--- src/core/spe_pkg.sv ---
`default_nettype none
package spe_pkg;

  // Event flag set, one bit per sticky flag
  typedef struct packed {
    logic glb_fab;
    logic fab_int;
    logic bad_sym;
    logic bad_resp;
    logic ack_to;
    logic unrec;
    logic discard;
    logic repl_to;
    logic fab_to;
  } spe_flags_s;

  localparam int NFLAG = $bits(spe_flags_s);

  // Control symbol kinds on the receive side
  typedef enum logic [1:0] {
    SPE_CS_ACCEPT,
    SPE_CS_NOT_ACCEPT,
    SPE_CS_RETRY,
    SPE_CS_OTHER
  } spe_cs_kind_e;

  // Register byte offsets
  localparam logic [7:0] OFS_PORT_INT  = 8'h00;
  localparam logic [7:0] OFS_PORT_ERR  = 8'h04;
  localparam logic [7:0] OFS_ERR_DET   = 8'h08;
  localparam logic [7:0] OFS_FAB_INT   = 8'h0c;
  localparam logic [7:0] OFS_GLB_INT   = 8'h10;
  localparam logic [7:0] OFS_EVT_STAT  = 8'h14;
  localparam logic [7:0] OFS_INT_MASK  = 8'h18;
  localparam logic [7:0] OFS_PW_MASK   = 8'h1c;

  // Field positions inside the per-area registers
  localparam int PI_FAB_BIT     = 0;
  localparam int PI_REPL_BIT    = 1;
  localparam int PE_DISC_BIT    = 0;
  localparam int PE_UNREC_BIT   = 1;
  localparam int ED_ACKTO_BIT   = 0;
  localparam int ED_BADRESP_BIT = 1;
  localparam int ED_BADSYM_BIT  = 2;
  localparam int FI_FAB_BIT     = 0;
  localparam int GI_FAB_BIT     = 0;

  // Reset values
  localparam logic [NFLAG-1:0] FLAGS_RST    = 9'h000;
  localparam logic [NFLAG-1:0] INT_MASK_RST = 9'h000;
  localparam logic [NFLAG-1:0] PW_MASK_RST  = 9'h000;

  // Consecutive failed link-request tries that make a fatal error
  localparam int LR_FATAL_TRIES = 4;

  localparam logic [1:0] RESP_OKAY   = 2'h0;
  localparam logic [1:0] RESP_SLVERR = 2'h2;

endpackage
`default_nettype wire

--- src/core/spe_streak_cnt.sv ---
`timescale 1ns/1ps
`default_nettype none
module spe_streak_cnt #(
  parameter int THRESH = spe_pkg::LR_FATAL_TRIES
) (
  input  wire logic clk,
  input  wire logic rst,
  input  wire logic hit_i,
  input  wire logic clr_i,
  output logic      reached_o
);
  localparam int CW = $clog2(THRESH + 1);
  localparam logic [CW-1:0] LAST = CW'(THRESH - 1);

  logic [CW-1:0] cnt_r;
  logic [CW-1:0] cnt_nxt;
  logic          reached_r;
  logic          reached_nxt;

  always_comb begin
    cnt_nxt     = cnt_r;
    reached_nxt = 1'b0;
    if (clr_i) begin
      cnt_nxt = '0;
    end else if (hit_i) begin
      if (cnt_r == LAST) begin
        // Restart so a further run of tries is counted afresh
        cnt_nxt     = '0;
        reached_nxt = 1'b1;
      end else begin
        cnt_nxt = cnt_r + CW'(1);
      end
    end
  end

  always_ff @(posedge clk) begin
    if (rst) begin
      cnt_r     <= '0;
      reached_r <= 1'b0;
    end else begin
      cnt_r     <= cnt_nxt;
      reached_r <= reached_nxt;
    end
  end

  assign reached_o = reached_r;
endmodule // spe_streak_cnt
`default_nettype wire

--- src/core/spe_port_err_events.sv ---
// Operation
// - Fabric request timeout raises fabric timeout event
// - Fabric timeout sets port, discard, fabric, global flags
// - Replication timeout sets replication timeout flag
// - Four tries with stray response: fatal
// - Four tries timing out: fatal
// - Lost link timer expiry: fatal
// - Any lane lock timer expiry: fatal
// - Fatal error sets unrecoverable port flag
// - Each response timeout sets ack timeout flag
// - Stray link response sets bad response flag
// - Unused ackID in accept, not-accept or retry symbol sets flag
`timescale 1ns/1ps
`default_nettype none
module spe_port_err_events #(
  parameter int ACKID_W = 6,
  parameter int LANES   = 4
) (
  input  wire logic                     SYS_CLK,
  input  wire logic                     RST,
  input  wire logic [7:0]               AWADDR,
  input  wire logic                     AWVALID,
  output logic                          AWREADY,
  input  wire logic [31:0]              WDATA,
  input  wire logic [3:0]               WSTRB,
  input  wire logic                     WVALID,
  output logic                          WREADY,
  output logic [1:0]                    BRESP,
  output logic                          BVALID,
  input  wire logic                     BREADY,
  input  wire logic [7:0]               ARADDR,
  input  wire logic                     ARVALID,
  output logic                          ARREADY,
  output logic [31:0]                   RDATA,
  output logic [1:0]                    RRESP,
  output logic                          RVALID,
  input  wire logic                     RREADY,
  input  wire logic                     FABRIC_TMO,
  input  wire logic                     REPL_TMO,
  input  wire logic                     LR_RESP_VALID,
  input  wire logic                     LR_RESP_NO_ACKID,
  input  wire logic                     LR_TMO,
  input  wire logic                     LOST_LINK_EXP,
  input  wire logic [LANES-1:0]         LANE_LOCK_EXP,
  input  wire logic                     CS_VALID,
  input  wire logic [1:0]               CS_KIND,
  input  wire logic [ACKID_W-1:0]       CS_ACKID,
  input  wire logic [(1<<ACKID_W)-1:0]  ACKID_INUSE,
  output logic                          IRQ,
  output logic                          PW_REQ
);

  localparam int NF = spe_pkg::NFLAG;

  function automatic logic [31:0] strb_merge(input logic [31:0] old, input logic [31:0] d, input logic [3:0] s);
    logic [31:0] r;
    r = old;
    for (int i = 0; i < 4; i++) begin
      if (s[i]) begin
        r[i*8 +: 8] = d[i*8 +: 8];
      end
    end
    return r;
  endfunction

  function automatic logic [31:0] widen(input spe_pkg::spe_flags_s f);
    return {{(32-NF){1'b0}}, f};
  endfunction

  // Write-one-to-clear map from an address and its data to flags
  function automatic spe_pkg::spe_flags_s clr_map(input logic [7:0] a, input logic [31:0] d);
    spe_pkg::spe_flags_s c;
    c = '0;
    if (a == spe_pkg::OFS_PORT_INT) begin
      c.fab_to  = d[spe_pkg::PI_FAB_BIT];
      c.repl_to = d[spe_pkg::PI_REPL_BIT];
    end else if (a == spe_pkg::OFS_PORT_ERR) begin
      c.discard = d[spe_pkg::PE_DISC_BIT];
      c.unrec   = d[spe_pkg::PE_UNREC_BIT];
    end else if (a == spe_pkg::OFS_ERR_DET) begin
      c.ack_to   = d[spe_pkg::ED_ACKTO_BIT];
      c.bad_resp = d[spe_pkg::ED_BADRESP_BIT];
      c.bad_sym  = d[spe_pkg::ED_BADSYM_BIT];
    end else if (a == spe_pkg::OFS_FAB_INT) begin
      c.fab_int = d[spe_pkg::FI_FAB_BIT];
    end else if (a == spe_pkg::OFS_GLB_INT) begin
      c.glb_fab = d[spe_pkg::GI_FAB_BIT];
    end else if (a == spe_pkg::OFS_EVT_STAT) begin
      c = spe_pkg::spe_flags_s'(d[NF-1:0]);
    end
    return c;
  endfunction

  function automatic logic is_mapped(input logic [7:0] a);
    return a == spe_pkg::OFS_PORT_INT || a == spe_pkg::OFS_PORT_ERR || a == spe_pkg::OFS_ERR_DET
        || a == spe_pkg::OFS_FAB_INT || a == spe_pkg::OFS_GLB_INT || a == spe_pkg::OFS_EVT_STAT
        || a == spe_pkg::OFS_INT_MASK || a == spe_pkg::OFS_PW_MASK;
  endfunction

  // Event detection
  spe_pkg::spe_flags_s flags_r;
  spe_pkg::spe_flags_s flags_nxt;
  spe_pkg::spe_flags_s set_v;
  spe_pkg::spe_flags_s clr_v;
  spe_pkg::spe_flags_s int_mask_r;
  spe_pkg::spe_flags_s int_mask_nxt;
  spe_pkg::spe_flags_s pw_mask_r;
  spe_pkg::spe_flags_s pw_mask_nxt;
  logic                stray_resp;
  logic                good_resp;
  logic                bad_symbol;
  logic                fatal;
  logic                resp_streak;
  logic                tmo_streak;

  always_comb begin
    stray_resp = LR_RESP_VALID && LR_RESP_NO_ACKID;
    good_resp  = LR_RESP_VALID && !LR_RESP_NO_ACKID;
    bad_symbol = CS_VALID && spe_pkg::spe_cs_kind_e'(CS_KIND) != spe_pkg::SPE_CS_OTHER
                 && !ACKID_INUSE[CS_ACKID];
  end

  // A different outcome breaks the run of the other kind
  spe_streak_cnt #(
    .THRESH (spe_pkg::LR_FATAL_TRIES)
  ) u_resp_streak (
    .clk       (SYS_CLK),
    .rst       (RST),
    .hit_i     (stray_resp),
    .clr_i     (good_resp || LR_TMO),
    .reached_o (resp_streak)
  );

  spe_streak_cnt #(
    .THRESH (spe_pkg::LR_FATAL_TRIES)
  ) u_tmo_streak (
    .clk       (SYS_CLK),
    .rst       (RST),
    .hit_i     (LR_TMO),
    .clr_i     (LR_RESP_VALID),
    .reached_o (tmo_streak)
  );

  always_comb begin
    fatal = resp_streak || tmo_streak || LOST_LINK_EXP || (|LANE_LOCK_EXP);
    set_v          = '0;
    set_v.fab_to   = FABRIC_TMO;
    set_v.discard  = FABRIC_TMO;
    set_v.fab_int  = FABRIC_TMO;
    set_v.glb_fab  = FABRIC_TMO;
    set_v.repl_to  = REPL_TMO;
    set_v.unrec    = fatal;
    set_v.ack_to   = LR_TMO;
    set_v.bad_resp = stray_resp;
    set_v.bad_sym  = bad_symbol;
  end

  // Register bus
  logic        aw_held_r;
  logic        aw_held_nxt;
  logic [7:0]  aw_addr_r;
  logic [7:0]  aw_addr_nxt;
  logic        w_held_r;
  logic        w_held_nxt;
  logic [31:0] w_data_r;
  logic [31:0] w_data_nxt;
  logic [3:0]  w_strb_r;
  logic [3:0]  w_strb_nxt;
  logic        bvalid_r;
  logic        bvalid_nxt;
  logic [1:0]  bresp_r;
  logic [1:0]  bresp_nxt;
  logic        rvalid_r;
  logic        rvalid_nxt;
  logic [31:0] rdata_r;
  logic [31:0] rdata_nxt;
  logic [1:0]  rresp_r;
  logic [1:0]  rresp_nxt;
  logic        do_wr;
  logic [31:0] wr_bits;
  logic [31:0] int_mask_w;
  logic [31:0] pw_mask_w;

  // One write at a time: both channels stall until the response leaves
  assign AWREADY = !aw_held_r && !bvalid_r;
  assign WREADY  = !w_held_r && !bvalid_r;
  assign ARREADY = !rvalid_r;
  assign do_wr   = aw_held_r && w_held_r;

  always_comb begin
    aw_held_nxt = aw_held_r;
    aw_addr_nxt = aw_addr_r;
    w_held_nxt  = w_held_r;
    w_data_nxt  = w_data_r;
    w_strb_nxt  = w_strb_r;
    bvalid_nxt  = bvalid_r;
    bresp_nxt   = bresp_r;
    if (AWVALID && AWREADY) begin
      aw_held_nxt = 1'b1;
      aw_addr_nxt = AWADDR;
    end
    if (WVALID && WREADY) begin
      w_held_nxt = 1'b1;
      w_data_nxt = WDATA;
      w_strb_nxt = WSTRB;
    end
    if (do_wr) begin
      aw_held_nxt = 1'b0;
      w_held_nxt  = 1'b0;
      bvalid_nxt  = 1'b1;
      bresp_nxt   = is_mapped(aw_addr_r) ? spe_pkg::RESP_OKAY : spe_pkg::RESP_SLVERR;
    end else if (bvalid_r && BREADY) begin
      bvalid_nxt = 1'b0;
    end
  end

  always_comb begin
    wr_bits      = strb_merge(32'h0000_0000, w_data_r, w_strb_r);
    int_mask_w   = strb_merge(widen(int_mask_r), w_data_r, w_strb_r);
    pw_mask_w    = strb_merge(widen(pw_mask_r), w_data_r, w_strb_r);
    clr_v        = do_wr ? clr_map(aw_addr_r, wr_bits) : '0;
    int_mask_nxt = int_mask_r;
    pw_mask_nxt  = pw_mask_r;
    if (do_wr && aw_addr_r == spe_pkg::OFS_INT_MASK) begin
      int_mask_nxt = spe_pkg::spe_flags_s'(int_mask_w[NF-1:0]);
    end else if (do_wr && aw_addr_r == spe_pkg::OFS_PW_MASK) begin
      pw_mask_nxt = spe_pkg::spe_flags_s'(pw_mask_w[NF-1:0]);
    end
    // A new event outweighs a clear in the same cycle
    flags_nxt = (flags_r & ~clr_v) | set_v;
  end

  always_comb begin
    rvalid_nxt = rvalid_r;
    rdata_nxt  = rdata_r;
    rresp_nxt  = rresp_r;
    if (ARVALID && ARREADY) begin
      rvalid_nxt = 1'b1;
      rresp_nxt  = spe_pkg::RESP_OKAY;
      rdata_nxt  = 32'h0000_0000;
      if (ARADDR == spe_pkg::OFS_PORT_INT) begin
        rdata_nxt[spe_pkg::PI_FAB_BIT]  = flags_r.fab_to;
        rdata_nxt[spe_pkg::PI_REPL_BIT] = flags_r.repl_to;
      end else if (ARADDR == spe_pkg::OFS_PORT_ERR) begin
        rdata_nxt[spe_pkg::PE_DISC_BIT]  = flags_r.discard;
        rdata_nxt[spe_pkg::PE_UNREC_BIT] = flags_r.unrec;
      end else if (ARADDR == spe_pkg::OFS_ERR_DET) begin
        rdata_nxt[spe_pkg::ED_ACKTO_BIT]   = flags_r.ack_to;
        rdata_nxt[spe_pkg::ED_BADRESP_BIT] = flags_r.bad_resp;
        rdata_nxt[spe_pkg::ED_BADSYM_BIT]  = flags_r.bad_sym;
      end else if (ARADDR == spe_pkg::OFS_FAB_INT) begin
        rdata_nxt[spe_pkg::FI_FAB_BIT] = flags_r.fab_int;
      end else if (ARADDR == spe_pkg::OFS_GLB_INT) begin
        rdata_nxt[spe_pkg::GI_FAB_BIT] = flags_r.glb_fab;
      end else if (ARADDR == spe_pkg::OFS_EVT_STAT) begin
        rdata_nxt = widen(flags_r);
      end else if (ARADDR == spe_pkg::OFS_INT_MASK) begin
        rdata_nxt = widen(int_mask_r);
      end else if (ARADDR == spe_pkg::OFS_PW_MASK) begin
        rdata_nxt = widen(pw_mask_r);
      end else begin
        rresp_nxt = spe_pkg::RESP_SLVERR;
      end
    end else if (rvalid_r && RREADY) begin
      rvalid_nxt = 1'b0;
    end
  end

  always_ff @(posedge SYS_CLK) begin
    if (RST) begin
      flags_r    <= spe_pkg::FLAGS_RST;
      int_mask_r <= spe_pkg::INT_MASK_RST;
      pw_mask_r  <= spe_pkg::PW_MASK_RST;
      aw_held_r  <= 1'b0;
      aw_addr_r  <= 8'h00;
      w_held_r   <= 1'b0;
      w_data_r   <= 32'h0000_0000;
      w_strb_r   <= 4'h0;
      bvalid_r   <= 1'b0;
      bresp_r    <= 2'h0;
      rvalid_r   <= 1'b0;
      rdata_r    <= 32'h0000_0000;
      rresp_r    <= 2'h0;
    end else begin
      flags_r    <= flags_nxt;
      int_mask_r <= int_mask_nxt;
      pw_mask_r  <= pw_mask_nxt;
      aw_held_r  <= aw_held_nxt;
      aw_addr_r  <= aw_addr_nxt;
      w_held_r   <= w_held_nxt;
      w_data_r   <= w_data_nxt;
      w_strb_r   <= w_strb_nxt;
      bvalid_r   <= bvalid_nxt;
      bresp_r    <= bresp_nxt;
      rvalid_r   <= rvalid_nxt;
      rdata_r    <= rdata_nxt;
      rresp_r    <= rresp_nxt;
    end
  end

  assign BVALID = bvalid_r;
  assign BRESP  = bresp_r;
  assign RVALID = rvalid_r;
  assign RDATA  = rdata_r;
  assign RRESP  = rresp_r;
  assign IRQ    = |(flags_r & int_mask_r);
  assign PW_REQ = |(flags_r & pw_mask_r);
endmodule // spe_port_err_events
`default_nettype wire

--- config.mk ---
export PLATFORM = sky130hd
export DESIGN_NAME = spe_port_err_events
export DESIGN_NICKNAME = d
export VERILOG_FILES = /design/src/core/spe_pkg.sv /design/src/core/spe_streak_cnt.sv /design/src/core/spe_port_err_events.sv
export SDC_FILE = /design/constraint.sdc
export NUM_CORES = 1
export LEC_CHECK = 0
export BUFFER_PORTS_ARGS = -buffer_cell sky130_fd_sc_hd__clkbuf_2
export CORE_MARGIN = 2
export CORE_UTILIZATION = 35
export DETAILED_ROUTE_END_ITERATION = 8
export GPL_TIMING_DRIVEN = 0
export PLACE_DENSITY = 0.78
export SYNTH_ARGS = -nofsm -noshare
export SYNTH_HDL_FRONTEND = slang
export SYNTH_SLANG_ARGS = --single-unit
--- constraint.sdc ---
create_clock -name SYS_CLK -period 1.6 [get_ports SYS_CLK]
set_input_delay 0.08 -clock SYS_CLK [delete_from_list [all_inputs] [get_ports SYS_CLK]]
set_output_delay 0.08 -clock SYS_CLK [all_outputs]
set_load 0.005 [all_outputs]
== Word-level counts from Yosys, hierarchy flattened ==
Index checks and enable logic that the tools add are counted.
Storage, ports and cells
  register bits: 94
  input port bits: 142
  word-level logic and storage cells: 170
Operators by class
  add/subtract/negate cells: 2
  order comparisons: 1
  equality and inequality tests: 17
  mux-type cells: 54
  bitwise logic cells: 8
  reductions and logical operators: 47
Operator list (count)
  2-to-1 mux 9 bit: 10
  equality test 8 x 5 -> 1 bit (second input constant): 8
  equality test 8 x 4 -> 1 bit (second input constant): 4
  2-to-1 mux 8 bit: 4
  2-to-1 mux 2 bit: 15
  2-to-1 mux 30 bit: 1
  AND 9 bit: 3
  2-to-1 mux 7 bit: 3
  OR reduction 9 bit: 2
  equality test 8 x 3 -> 1 bit (second input constant): 2
  logical NOT 8 bit: 2
  logical AND 1 bit: 14
  2-to-1 mux 1 bit: 13
  2-to-1 mux 3 bit: 4
  logical OR 1 bit: 11
  NOT 9 bit: 1
  OR 9 bit: 1
  less-than comparator 6 x 7 -> 1 bit (second input constant): 1
  adder 3 x 1 -> 3 bit (second input constant): 2
  binary-select mux 1 bit (select 6 bit): 1
  equality test 3 x 2 -> 1 bit (second input constant): 2
  logical NOT 1 bit: 6
  2-to-1 mux 6 bit: 1
  AND reduction 3 bit: 2
  other kinds (9): 16

== Logic depth before layout (Yosys ltp) ==
Gate-level depths: netlist of run 1.
  depth in word-level cells: 16
  mapped depth: 8

== By module ==
Synthesis of run 1 repeated with hierarchy kept, for this count alone.
Second synthesis, totals
  cell total of the unflattened synthesis: 443
  area total of the unflattened synthesis: 3846.2 µm²
By module, submodules not included
  spe_port_err_events: instances 1, cells each 412, area an instance 3529.6 µm²
  spe_streak_cnt (u_resp_streak): instances 1, cells each 16, area an instance 161.4 µm²
  spe_streak_cnt (u_tmo_streak): instances 1, cells each 15, area an instance 155.1 µm²

== Worst setup path after synthesis of run 1 ==
No wires, ideal clock.
  path kind: register -> register
  from: register aw_addr_r[0]
  to: register int_mask_r[0] (netlist name)
  library setup time: 0.128 ns
  arrival: 1.660 ns
  slack: -0.188 ns
  cell stages (with the launch flop): 8
  buffers on the path: 1
  cells stage by stage: dfxtp_1 > or4_4 > nor2_4 > and4b_1 > and2_1 > buf_6 > mux2i_1 > nor2_1
On the way
  longest elaborated chain between the ends: 3
Ends and longest elaborated chain
  start: declaration: line spe_port_err_events.sv:161  | logic [7:0] aw_addr_r;
  start signal: assignment: line spe_port_err_events.sv:289  | aw_addr_r <= aw_addr_nxt;
  equality test 8 x 5 -> 1 bit: line spe_port_err_events.sv:224  | if (do_wr && aw_addr_r == spe_pkg::OFS_INT_MASK) begin
  logical AND 1 bit: line spe_port_err_events.sv:224
  AND reduction 2 bit (no source line)
  end signal: assignment: line spe_port_err_events.sv:272  | int_mask_r <= spe_pkg::INT_MASK_RST;
  end signal: assignment: line spe_port_err_events.sv:286  | int_mask_r <= int_mask_nxt;
  end: declaration: line spe_port_err_events.sv:105  | spe_pkg::spe_flags_s int_mask_r;
No other way between the ends.
A chain may end at the register's enable or synchronous reset.

== Worst setup path in the final report of run 1 ==
  from: register aw_addr_r[0]
  to: register pw_mask_r[5] (netlist name)
On the way
  longest elaborated chain between the ends: 4
  elaborated cells on any way between the ends: 6
Ends and longest elaborated chain
  equality test 8 x 5 -> 1 bit: line spe_port_err_events.sv:224
  logical AND 1 bit: line spe_port_err_events.sv:224
  NOT 1 bit (no source line)
  AND reduction 3 bit (no source line) (*)
  end signal: assignment: line spe_port_err_events.sv:273  | pw_mask_r <= spe_pkg::PW_MASK_RST;
  end signal: assignment: line spe_port_err_events.sv:287  | pw_mask_r <= pw_mask_nxt;
  end: declaration: line spe_port_err_events.sv:107  | spe_pkg::spe_flags_s pw_mask_r;
Every way passes the cells marked *; elsewhere a longest branch is shown, timed or not.

==> flow_summary_export.csv, run 1 <==
group,metric,value,unit
synth,ys.flop_type,"dfxtp_1",
detailed_routing,drt_wl_total,11560,um
timing,rsz0062_at_grt,"true",
timing,final.min_clock_period,1950,ps
detailed_routing,drc,0,
timing,finalHoldWorstSlack,3.878,ps
critical_path,slowest_stage,"or4_4",
synth,syn-mean-instance-area,8.848,um2
layout,nets,771,
critical_path,end_kind,"flip-flop",
critical_path,max_stage_delay,580,ps
detailed_routing,drt.antenna.violating_nets,0,
synth,synth-seq-area-share,36.14,%
synth,synth.distinct_cells,47,
die,fp.dieArea,0.01177,mm2
global_route,antenna_found_initial,0,
min_path,hold_class,"in2reg",
timing,fin_crit_sh,121.9,%
layout,final_core_util,49.35,%
synth,synth_edf_count,0,
critical_path,critPathMaxFanout,8,
synth,synth_top_area_cell,"dfxtp_1",
clock_tree,clkLatencyLatePin,350,ps
critical_path,path_cells,"or4_4 > nor2_4 > and3_4 > and3_4 > mux2i_1 > nor2_1",
layout,diodes,0,
detailed_routing,first_pass_iters,4,
detailed_routing,vias_per_cell,5.153,
timing,layout_setup_ws,-349.9,ps
power_and_ir_drop,ir_drop,0.0005506,V
timing,worst_pin_slew,701.0,ps
synth,ys_warn_count,0,
critical_path,timing.rr.start,"aw_addr_r[0]$_SDFFE_PP0P_",
min_path,min-delay-start,"ARVALID",
clock_tree,cts.clk_slew.worst_paths,80,ps
global_route,grt_pass1_wl,18200,um
clock_tree,htree_levels,3,
critical_path,cp-start-kind,"flip-flop",
critical_path,critPathMostFrequentCell,"and3_4",
run_status,violations,"negative setup slack",
synth,synth_seq_cells,69,
timing,timing.fmax,512.9,MHz
die,die_w,108.5,um
die,start_util,35.57,%
critical_path,arrival,2160,ps
synth,synth-async-reset-ratio,0,%
die,num_io_pins,185,
layout,drive_gt1_share,36.39,%
clock_tree,cts_buffer_depth,2,
critical_path,path_buf_inv,0,
timing,finClkSkew,8.357,ps
global_route,grt-ovfl-total,0,
clock_tree,cts_made_buffers,9,
clock_tree,cts_sinks,69,
global_route,grt_util_all_layers,19.78,%
layout,syn_to_final_growth,38.72,%
synth,yosys-top-cells-area,"dfxtp_1 (36%), mux4_2 (9.4%), mux2i_1 (7.1%)",
timing,report.final.slew_viol_count,0,
timing,slew_headroom,53.27,%
place,place.gp.congestion,0.8573,
synth,synth.cell_area,0.003822,mm2
run_status,outcome,"finished with violations",
die,die-height,108.5,um
power_and_ir_drop,power,0.004169,W
timing,hold_viol,0,
synth,synth_top_area_share,36.14,%
run,drv_cap,0,
die,fp.coreArea,0.01075,mm2
place,dp.cells,726,
place,dp_hpwl,8746,um
layout,final_cells,772,
synth,synthCells,432,
power_and_ir_drop,p_per_area,786.1,mW/mm2
critical_path,cp-startpoint,"aw_addr_r[0]$_SDFFE_PP0P_",
detailed_routing,vias,3978,
critical_path,crit_family,"simple AND/OR/NAND/NOR gates",
place,port-buffer-count,130,
clock_tree,cts_tree,"built",
clock_tree,root_buffer,"clkbuf_8",
detailed_routing,wire_per_inst,14.97,um
critical_path,required,1810,ps
power_and_ir_drop,power_leakage,2.334,nW
die,row_count,38,
detailed_routing,drtIter0Drc,284,
global_route,grt_max_degree,13,
global_route,grt_pass1_vias,3931,
timing,setup_viol,27,
critical_path,critPathKind,"reg2reg",
tightest hold or removal path, stage by stage:
cell and delay [ps]:
clkbuf_2 90, nor2_1 80, a211oi_1 50
layer usage:
| layer | vias up | track usage, % | share of wire [%] |
|---|---|---|---|
| met4 | 0 | 8.883 | 3.5 |
| li1 | 1899 | - | - |
| met1 | 1857 | 20.51 | 38 |
| met2 | 184 | 38.21 | 52 |
| met5 | - | 0 | 0 |
| met3 | 38 | 3.556 | 6.4 |
kinds of logic (layout without fill, tap and decap cells):
logic type      Yosys count  in the layout  synth area share, %
compound gates           89             89                15.42
xor+xnor                  1              1               0.2292
fa+ha+maj                 2              2               0.6546
buf+inv                  62            238                9.296
flops                    69             69                36.14
mux                      53             53                19.44
other cells               1             25              0.09811
simple gates            155            155                18.72
layout make-up:
type	instances	area [um2]
multi-input combinational	325	2251
timing repair buffer	162	949.7
clock inverter	5	58.81
fill	998	5443
clock buffer	11	151.4
sequential	69	1383
tap	140	175.2
buffer	50	296.5
inverter	10	37.54
cell usage in the layout (no fill, tap or decap), types with 3 or more instances in the layout:
master / netlist / routed
a221oi_1: 4 / 3
dlygate4sd3_1: 0 / 22
nand2_1: 60 / 59
conb_1: 1 / 25
nor2b_1: 4 / 4
a22oi_1: 10 / 10
clkbuf_2: 0 / 131
buf_4: 26 / 35
and2_1: 4 / 3
and3_1: 5 / 3
a21oi_1: 36 / 35
nand3_1: 11 / 9
clkbuf_1: 20 / 19
mux2_2: 10 / 10
a22o_1: 9 / 9
mux4_2: 16 / 16
nand4_1: 3 / 3
dfxtp_1: 69 / 68
inv_1: 10 / 10
nor3_1: 9 / 8
a211oi_1: 4 / 4
mux2i_1: 27 / 27
nand2b_1: 4 / 4
nor2_1: 44 / 44
o21ai_0: 10 / 5
clkbuf_8: 0 / 11
a32oi_1: 3 / 3
o21ai_1: 2 / 5
metrics by stage:
stage,setup WS (ps),TNS [ps],cell area [um2]
final,-349.9,-7503,5303
after global routing,-455.7,-9448,5303
after CTS,-355.9,-7311,5259
after detailed placement,-431.0,-7895,4738
after global placement,-415.8,-6378,4738
after floorplan,-187.9,-3474,3913
sequential cells by signal (all words and copies together), names as in the netlist, 2 cells and up:
signal               cells
pw_mask_r                9
w_data_r                 9
aw_addr_r                8
u_tmo_streak.cnt_r       3
int_mask_r               9
flags_r                  9
u_resp_streak.cnt_r      3
RDATA                    9
w_strb_r                 2
worst paths after layout:
kind / endpoint / slack, ps / cells past startpoint
max: pw_mask_r[5]$_SDFFE_PP0P_ / -350 / 6
min: RVALID$_SDFFE_PP0P_ / 4 / 3
max reg2reg: pw_mask_r[5]$_SDFFE_PP0P_ / -350 / 6
min reg2reg: u_resp_streak.cnt_r[2]$_SDFFE_PP0P_ / 440 / 2
synthesized netlist by cell type, drive strengths merged, types with 5 or more instances:
cell type / instances
a22o: 9
o21ai: 12
inv: 10
nand3: 11
nor3: 10
dfxtp: 69
a22oi: 10
nand2: 60
mux2: 10
mux4: 16
nor2: 45
buf: 32
a21oi: 36
clkbuf: 20
and3: 5
mux2i: 27
report_power, final:
part	internal (W)	total [W]	switching [W]
registers	0.00178	0.00187	0.0000849
logic	0.000429	0.000818	0.000389
clock network	0.000804	0.00148	0.000679
total	0.00302	0.00417	0.00115
repair_timing:
item,in CTS,in global routing
hold buffers,22,0
pin swaps,5,7
hold endpoints to repair,22,0
resized for setup,14,10
setup endpoints to repair,27,32
setup buffers,8,2
Note: power is estimated with default switching activity, not from simulation.
==> inputs of run 2 (changes only) <==
--- a/config.mk
+++ b/config.mk
@@ -10,7 +10,9 @@
 export CORE_UTILIZATION = 35
 export DETAILED_ROUTE_END_ITERATION = 8
 export GPL_TIMING_DRIVEN = 0
+export MAX_ROUTING_LAYER = met4
 export PLACE_DENSITY = 0.78
+export SKIP_CTS_REPAIR_TIMING = 1
 export SYNTH_ARGS = -nofsm -noshare
 export SYNTH_HDL_FRONTEND = slang
 export SYNTH_SLANG_ARGS = --single-unit
==> run 2 against run 1 <==
  * The run ends with negative hold slack, negative setup slack left
  * Critical path depth did not move
  * Sequential power about the same
  * Non-clock buffer count shrank 5
  * Highest routed layer unchanged
  * First-iteration DRC count increased by 26%
  * Fmax down 5.2%
  * Global-route usage down 0.49 points
  * Clock power barely moved
  * Clock-buffer cell count is the same
  * Utilization shrank 0.20 points
==> flow_summary_export.csv, run 2 (synthesis results as in run 1) <==
group,metric,value,unit
clock_tree,cts.clk_slew.worst_paths,80,ps
global_route,grt_max_degree,13,
clock_tree,cts_buffer_depth,2,
min_path,hold_class,"in2reg",
clock_tree,htree_levels,3,
timing,final.min_clock_period,2057,ps
clock_tree,clkLatencyLatePin,350,ps
run,drv_cap,0,
clock_tree,cts_sinks,69,
power_and_ir_drop,ir_drop,0.0005589,V
critical_path,critPathMaxFanout,8,
timing,timing.fmax,486.2,MHz
detailed_routing,vias,3997,
die,fp.dieArea,0.01177,mm2
critical_path,critPathKind,"reg2reg",
layout,final_cell_mix,"clkbuf_2 (130), dfxtp_1 (68), nand2_1 (59)",
timing,fin_crit_sh,128.6,%
place,place.gp.congestion,0.8710,
power_and_ir_drop,power_leakage,2.317,nW
timing,worst_pin_slew,643.7,ps
timing,slew_headroom,57.09,%
critical_path,required,1810,ps
timing,finalHoldWorstSlack,-9.242,ps
critical_path,ff2ff_setup_slack,-460,ps
die,num_io_pins,185,
global_route,busiest_layer,"met2",
layout,syn_to_final_growth,38.17,%
run_status,outcome,"finished with violations",
timing,finClkSkew,7.407,ps
power_and_ir_drop,power,0.004174,W
die,fp.coreArea,0.01075,mm2
die,die_w,108.5,um
timing,setup_viol,27,
layout,final_common_cell,"clkbuf_2",
critical_path,arrival,2270,ps
global_route,grt_util_all_layers,19.30,%
place,dp.cells,726,
global_route,grt-ovfl-total,0,
global_route,use_met3,2.893,%
global_route,use_met2,36.16,%
clock_tree,root_buffer,"clkbuf_8",
global_route,grt_pass1_vias,3703,
timing,rsz0062_at_grt,"true",
timing,setup_tns,-8819,ps
detailed_routing,drt_wl_total,11810,um
layout,n_fill_cell,1010,
detailed_routing,wire_per_inst,15.40,um
die,row_count,38,
global_route,gr-usage-met1,19.93,%
die,start_util,35.57,%
critical_path,cp-start-kind,"flip-flop",
detailed_routing,drt.antenna.violating_nets,0,
global_route,grt_pass1_wl,17220,um
timing,hold_viol,1,
detailed_routing,first_pass_iters,6,
timing,layout_setup_ws,-456.9,ps
clock_tree,cts_made_buffers,9,
detailed_routing,vias_per_cell,5.211,
detailed_routing,drc,0,
layout,diodes,0,
clock_tree,cts_tree,"built",
layout,nets,766,
global_route,antenna_found_initial,0,
place,port-buffer-count,130,
die,die-height,108.5,um
power_and_ir_drop,p_per_area,790.3,mW/mm2
detailed_routing,drtIter0Drc,357,
critical_path,end_kind,"flip-flop",
timing,report.final.slew_viol_count,0,
run_status,violations,"negative hold slack, negative setup slack",
place,dp_hpwl,8746,um
layout,final_cells,767,
layout,drive_gt1_share,36.68,%
## run 2: routing by layer
layer | wire (um) | vias to the layer above
met3 | 852 | 29
met5 | 0 | -
met2 | 6258 | 202
met1 | 4300 | 1875
li1 | - | 1891
met4 | 398 | 0
## run 2: layout make-up
type | instances | area (um2) | area share, %
clock inverters | 5 | 58.81 | 1.113
repair buffers | 158 | 918.4 | 17.39
plain buffers | 49 | 291.5 | 5.520
well taps | 140 | 175.2 | 3.317
flip-flops and latches | 69 | 1383 | 26.18
clock buffers | 11 | 151.4 | 2.867
multi-input cells | 325 | 2266 | 42.90
inverters | 10 | 37.54 | 0.7107
## run 2: path summary, 6_finish.rpt
| path | start | to | cells past startpoint |
|---|---|---|---|
| hold reg to reg | u_resp_streak.cnt_r[2]$_SDFFE_PP0P_ | u_resp_streak.cnt_r[2]$_SDFFE_PP0P_ | 2 |
| setup / recovery | aw_addr_r[1]$_SDFFE_PP0P_ | pw_mask_r[2]$_SDFFE_PP0P_ | 6 |
| setup reg to reg | aw_addr_r[1]$_SDFFE_PP0P_ | pw_mask_r[2]$_SDFFE_PP0P_ | 6 |
| hold / removal | FABRIC_TMO | flags_r[8]$_SDFF_PP0_ | 3 |
## run 2: critical path: stages (launching register included)
cell,delay (ps)
dfxtp_2,320
or4_4,580
nor2_4,170
and3_1,210
and3_4,310
mux2i_1,240
nor2_1,80
## run 2: metrics by stage
stage                     utilization, %  setup WS (ps)  instance area (um2)
final                              49.15         -456.9                 5281
after global routing               49.15         -519.7                 5281
after CTS                          46.05         -461.1                 4949
after detailed placement           44.10         -431.0                 4738
after global placement             44.10         -415.8                 4738
after floorplan                        -         -187.9                 3913
## run 2: where the power goes
| group | internal (W) | switching [W] |
|---|---|---|
| Clock | 0.000804 | 0.000688 |
| Combinational | 0.000420 | 0.000394 |
| Sequential | 0.00178 | 0.0000853 |
| Total | 0.00301 | 0.00117 |
==> inputs of run 3 (changes only) <==
--- a/config.mk
+++ b/config.mk
@@ -13,6 +13,8 @@
 export MAX_ROUTING_LAYER = met4
 export PLACE_DENSITY = 0.78
 export SKIP_CTS_REPAIR_TIMING = 1
+export SKIP_LAST_GASP = 1
+export SLEW_MARGIN = 5
 export SYNTH_ARGS = -nofsm -noshare
 export SYNTH_HDL_FRONTEND = slang
 export SYNTH_SLANG_ARGS = --single-unit
==> run 3 against run 2 <==
  * The flow still finishes with violations (negative hold slack, negative setup slack)
  * Cell count is the same
  * Power shrank 0.15%
  * Critical path depth is the same
  * Via count shrank 0.25%
  * Non-clock buffer count is the same
  * Die area is the same
  * Utilization shrank 0.12 points
  * Routed wire length shrank 1.3%
  * Sequential cell count is the same
  * Global-route usage is the same
==> flow_summary_export.csv, run 3 (synthesis results as in run 1) <==
group,metric,value,unit
run_status,violations,"negative hold slack, negative setup slack",
die,start_util,35.57,%
min_path,hold_class,"in2reg",
layout,final_common_cell,"clkbuf_2",
layout,syn_to_final_growth,37.84,%
critical_path,end_kind,"flip-flop",
critical_path,arrival,2240,ps
clock_tree,cts_sinks,69,
timing,finalHoldWorstSlack,-5.726,ps
timing,report.final.slew_viol_count,0,
min_path,hold_path_end,"flags_r[8]$_SDFF_PP0_",
detailed_routing,drt_wl_total,11660,um
layout,drive_gt1_share,36.36,%
global_route,antenna_found_initial,0,
clock_tree,cts.clk_slew.worst_paths,80,ps
critical_path,cp-start-kind,"flip-flop",
power_and_ir_drop,cell_internal_pwr,0.003005,W
clock_tree,cts_tree,"built",
place,dp_hpwl,8746,um
global_route,grt_pass1_vias,3703,
timing,fin_crit_sh,126.5,%
detailed_routing,wire_per_inst,15.20,um
clock_tree,htree_levels,3,
detailed_routing,vias_per_cell,5.198,
timing,final.min_clock_period,2024,ps
critical_path,r2r_cells,6,
power_and_ir_drop,power_leakage,2.315,nW
critical_path,ff2ff_setup_slack,-420,ps
place,post-place-ws,-431.0,ps
min_path,min-delay-start,"FABRIC_TMO",
die,fp.coreArea,0.01075,mm2
power_and_ir_drop,p_clk_share,35.9,%
clock_tree,cts_buffer_depth,2,
timing,rsz0062_at_grt,"true",
power_and_ir_drop,p_per_area,790.9,mW/mm2
place,place.gp.congestion,0.8710,
min_path,worstHoldPathCells,3,
global_route,grt-ovfl-total,0,
global_route,grt_util_all_layers,19.30,%
global_route,grt_max_degree,13,
detailed_routing,first_pass_iters,7,
timing,layout_setup_ws,-423.8,ps
timing,hold_viol,1,
clock_tree,root_buffer,"clkbuf_8",
die,die_w,108.5,um
timing,worst_pin_slew,708.0,ps
timing,timing.fmax,494.1,MHz
critical_path,required,1810,ps
die,row_count,38,
detailed_routing,drc,0,
layout,final_core_util,49.03,%
clock_tree,cts_made_buffers,9,
critical_path,critPathMaxFanout,8,
die,die-height,108.5,um
place,port-buffer-count,130,
detailed_routing,drtIter0Drc,345,
timing,finClkSkew,7.459,ps
die,num_io_pins,185,
detailed_routing,drt.antenna.violating_nets,0,
critical_path,timing.rr.start,"aw_addr_r[1]$_SDFFE_PP0P_",
run_status,outcome,"finished with violations",
critical_path,r2r_end,"pw_mask_r[2]$_SDFFE_PP0P_",
global_route,grt_pass1_wl,17220,um
power_and_ir_drop,ir_drop,0.0005556,V
layout,diodes,0,
clock_tree,clkLatencyLatePin,350,ps
power_and_ir_drop,combPwrFrac,19.4,%
critical_path,critPathKind,"reg2reg",
timing,slew_headroom,52.80,%
layout,final_cell_mix,"clkbuf_2 (130), dfxtp_1 (68), nand2_1 (59)",
power_and_ir_drop,power_frac_seq,44.8,%
layout,nets,766,
power_and_ir_drop,switching_share,27.88,%
die,fp.dieArea,0.01177,mm2
detailed_routing,vias,3987,
power_and_ir_drop,switching_power,0.001162,W
timing,setup_viol,27,
run,drv_cap,0,
## run 3: cell count changes in the layout (fill, tap and decap cells not counted)
cell / before / now
nand3_1: 8 / 9
nand3_2: 2 / 1
o311ai_0: 0 / 1
o311ai_2: 1 / 0
## run 3: through the flow
| stage | setup TNS [ps] | total power (W) | instance area [um2] | instances |
|---|---|---|---|---|
| after floorplan | -3474 | 0.002296 | 3913 | 456 |
| after global placement | -6378 | 0.002553 | 4738 | 726 |
| after detailed placement | -7895 | 0.002580 | 4738 | 726 |
| after CTS | -8000 | 0.004041 | 4949 | 742 |
| after global routing | -10310 | 0.004333 | 5269 | 767 |
| final | -8554 | 0.004167 | 5269 | 767 |
## run 3: worst max-delay path by stage
stage | startpoint | cells past startpoint | to | slack (ps)
6_report | aw_addr_r[1]$_SDFFE_PP0P_ | 6 | pw_mask_r[2]$_SDFFE_PP0P_ | -420
5_1_grt | aw_addr_r[1]$_SDFFE_PP0P_ | 6 | pw_mask_r[2]$_SDFFE_PP0P_ | -510
4_1_cts | aw_addr_r[0]$_SDFFE_PP0P_ | 6 | flags_r[6]$_SDFF_PP0_ | -460
3_5_place_dp | aw_addr_r[0]$_SDFFE_PP0P_ | 6 | flags_r[6]$_SDFF_PP0_ | -430
3_3_place_gp | aw_addr_r[0]$_SDFFE_PP0P_ | 6 | flags_r[6]$_SDFF_PP0_ | -420
2_1_floorplan | aw_addr_r[0]$_SDFFE_PP0P_ | 7 | int_mask_r[0]$_SDFFE_PP0P_ | -190
## run 3: power by group through the flow
stage / sequential [W] / combinational [W] / clock [W]
3_3_place_gp: 0.00189 / 0.000662 / 0
3_5_place_dp: 0.00190 / 0.000683 / 0
6_report: 0.00187 / 0.000807 / 0.00149
4_1_cts: 0.00186 / 0.000685 / 0.00150
5_1_grt: 0.00187 / 0.000883 / 0.00158
2_1_floorplan: 0.00187 / 0.000426 / 0
## run 3: routing by layer
layer	wire [um]	share of wire [%]	track usage (%)	up-vias
met3	800	6.9	2.893	32
met2	6194	53	36.16	211
met4	402	3.4	8.059	0
met5	0	0	-	-
met1	4259	37	19.93	1846
li1	-	-	-	1898
## run 3: area by class of cell
type	count	area, um2
multi-input cells	325	2253
repair buffers	158	918.4
well taps	140	175.2
flip-flops and latches	69	1383
fillers	1012	5477
clock buffers	11	151.4
inverters	10	37.54
clock inverters	5	58.81
plain buffers	49	291.5
## run 3: worst max-delay path, stage by stage, from the launching register on
cell	delay [ps]
dfxtp_2	320
or4_4	580
nor2_4	180
and3_1	200
and3_4	300
mux2i_1	240
nor2_1	70
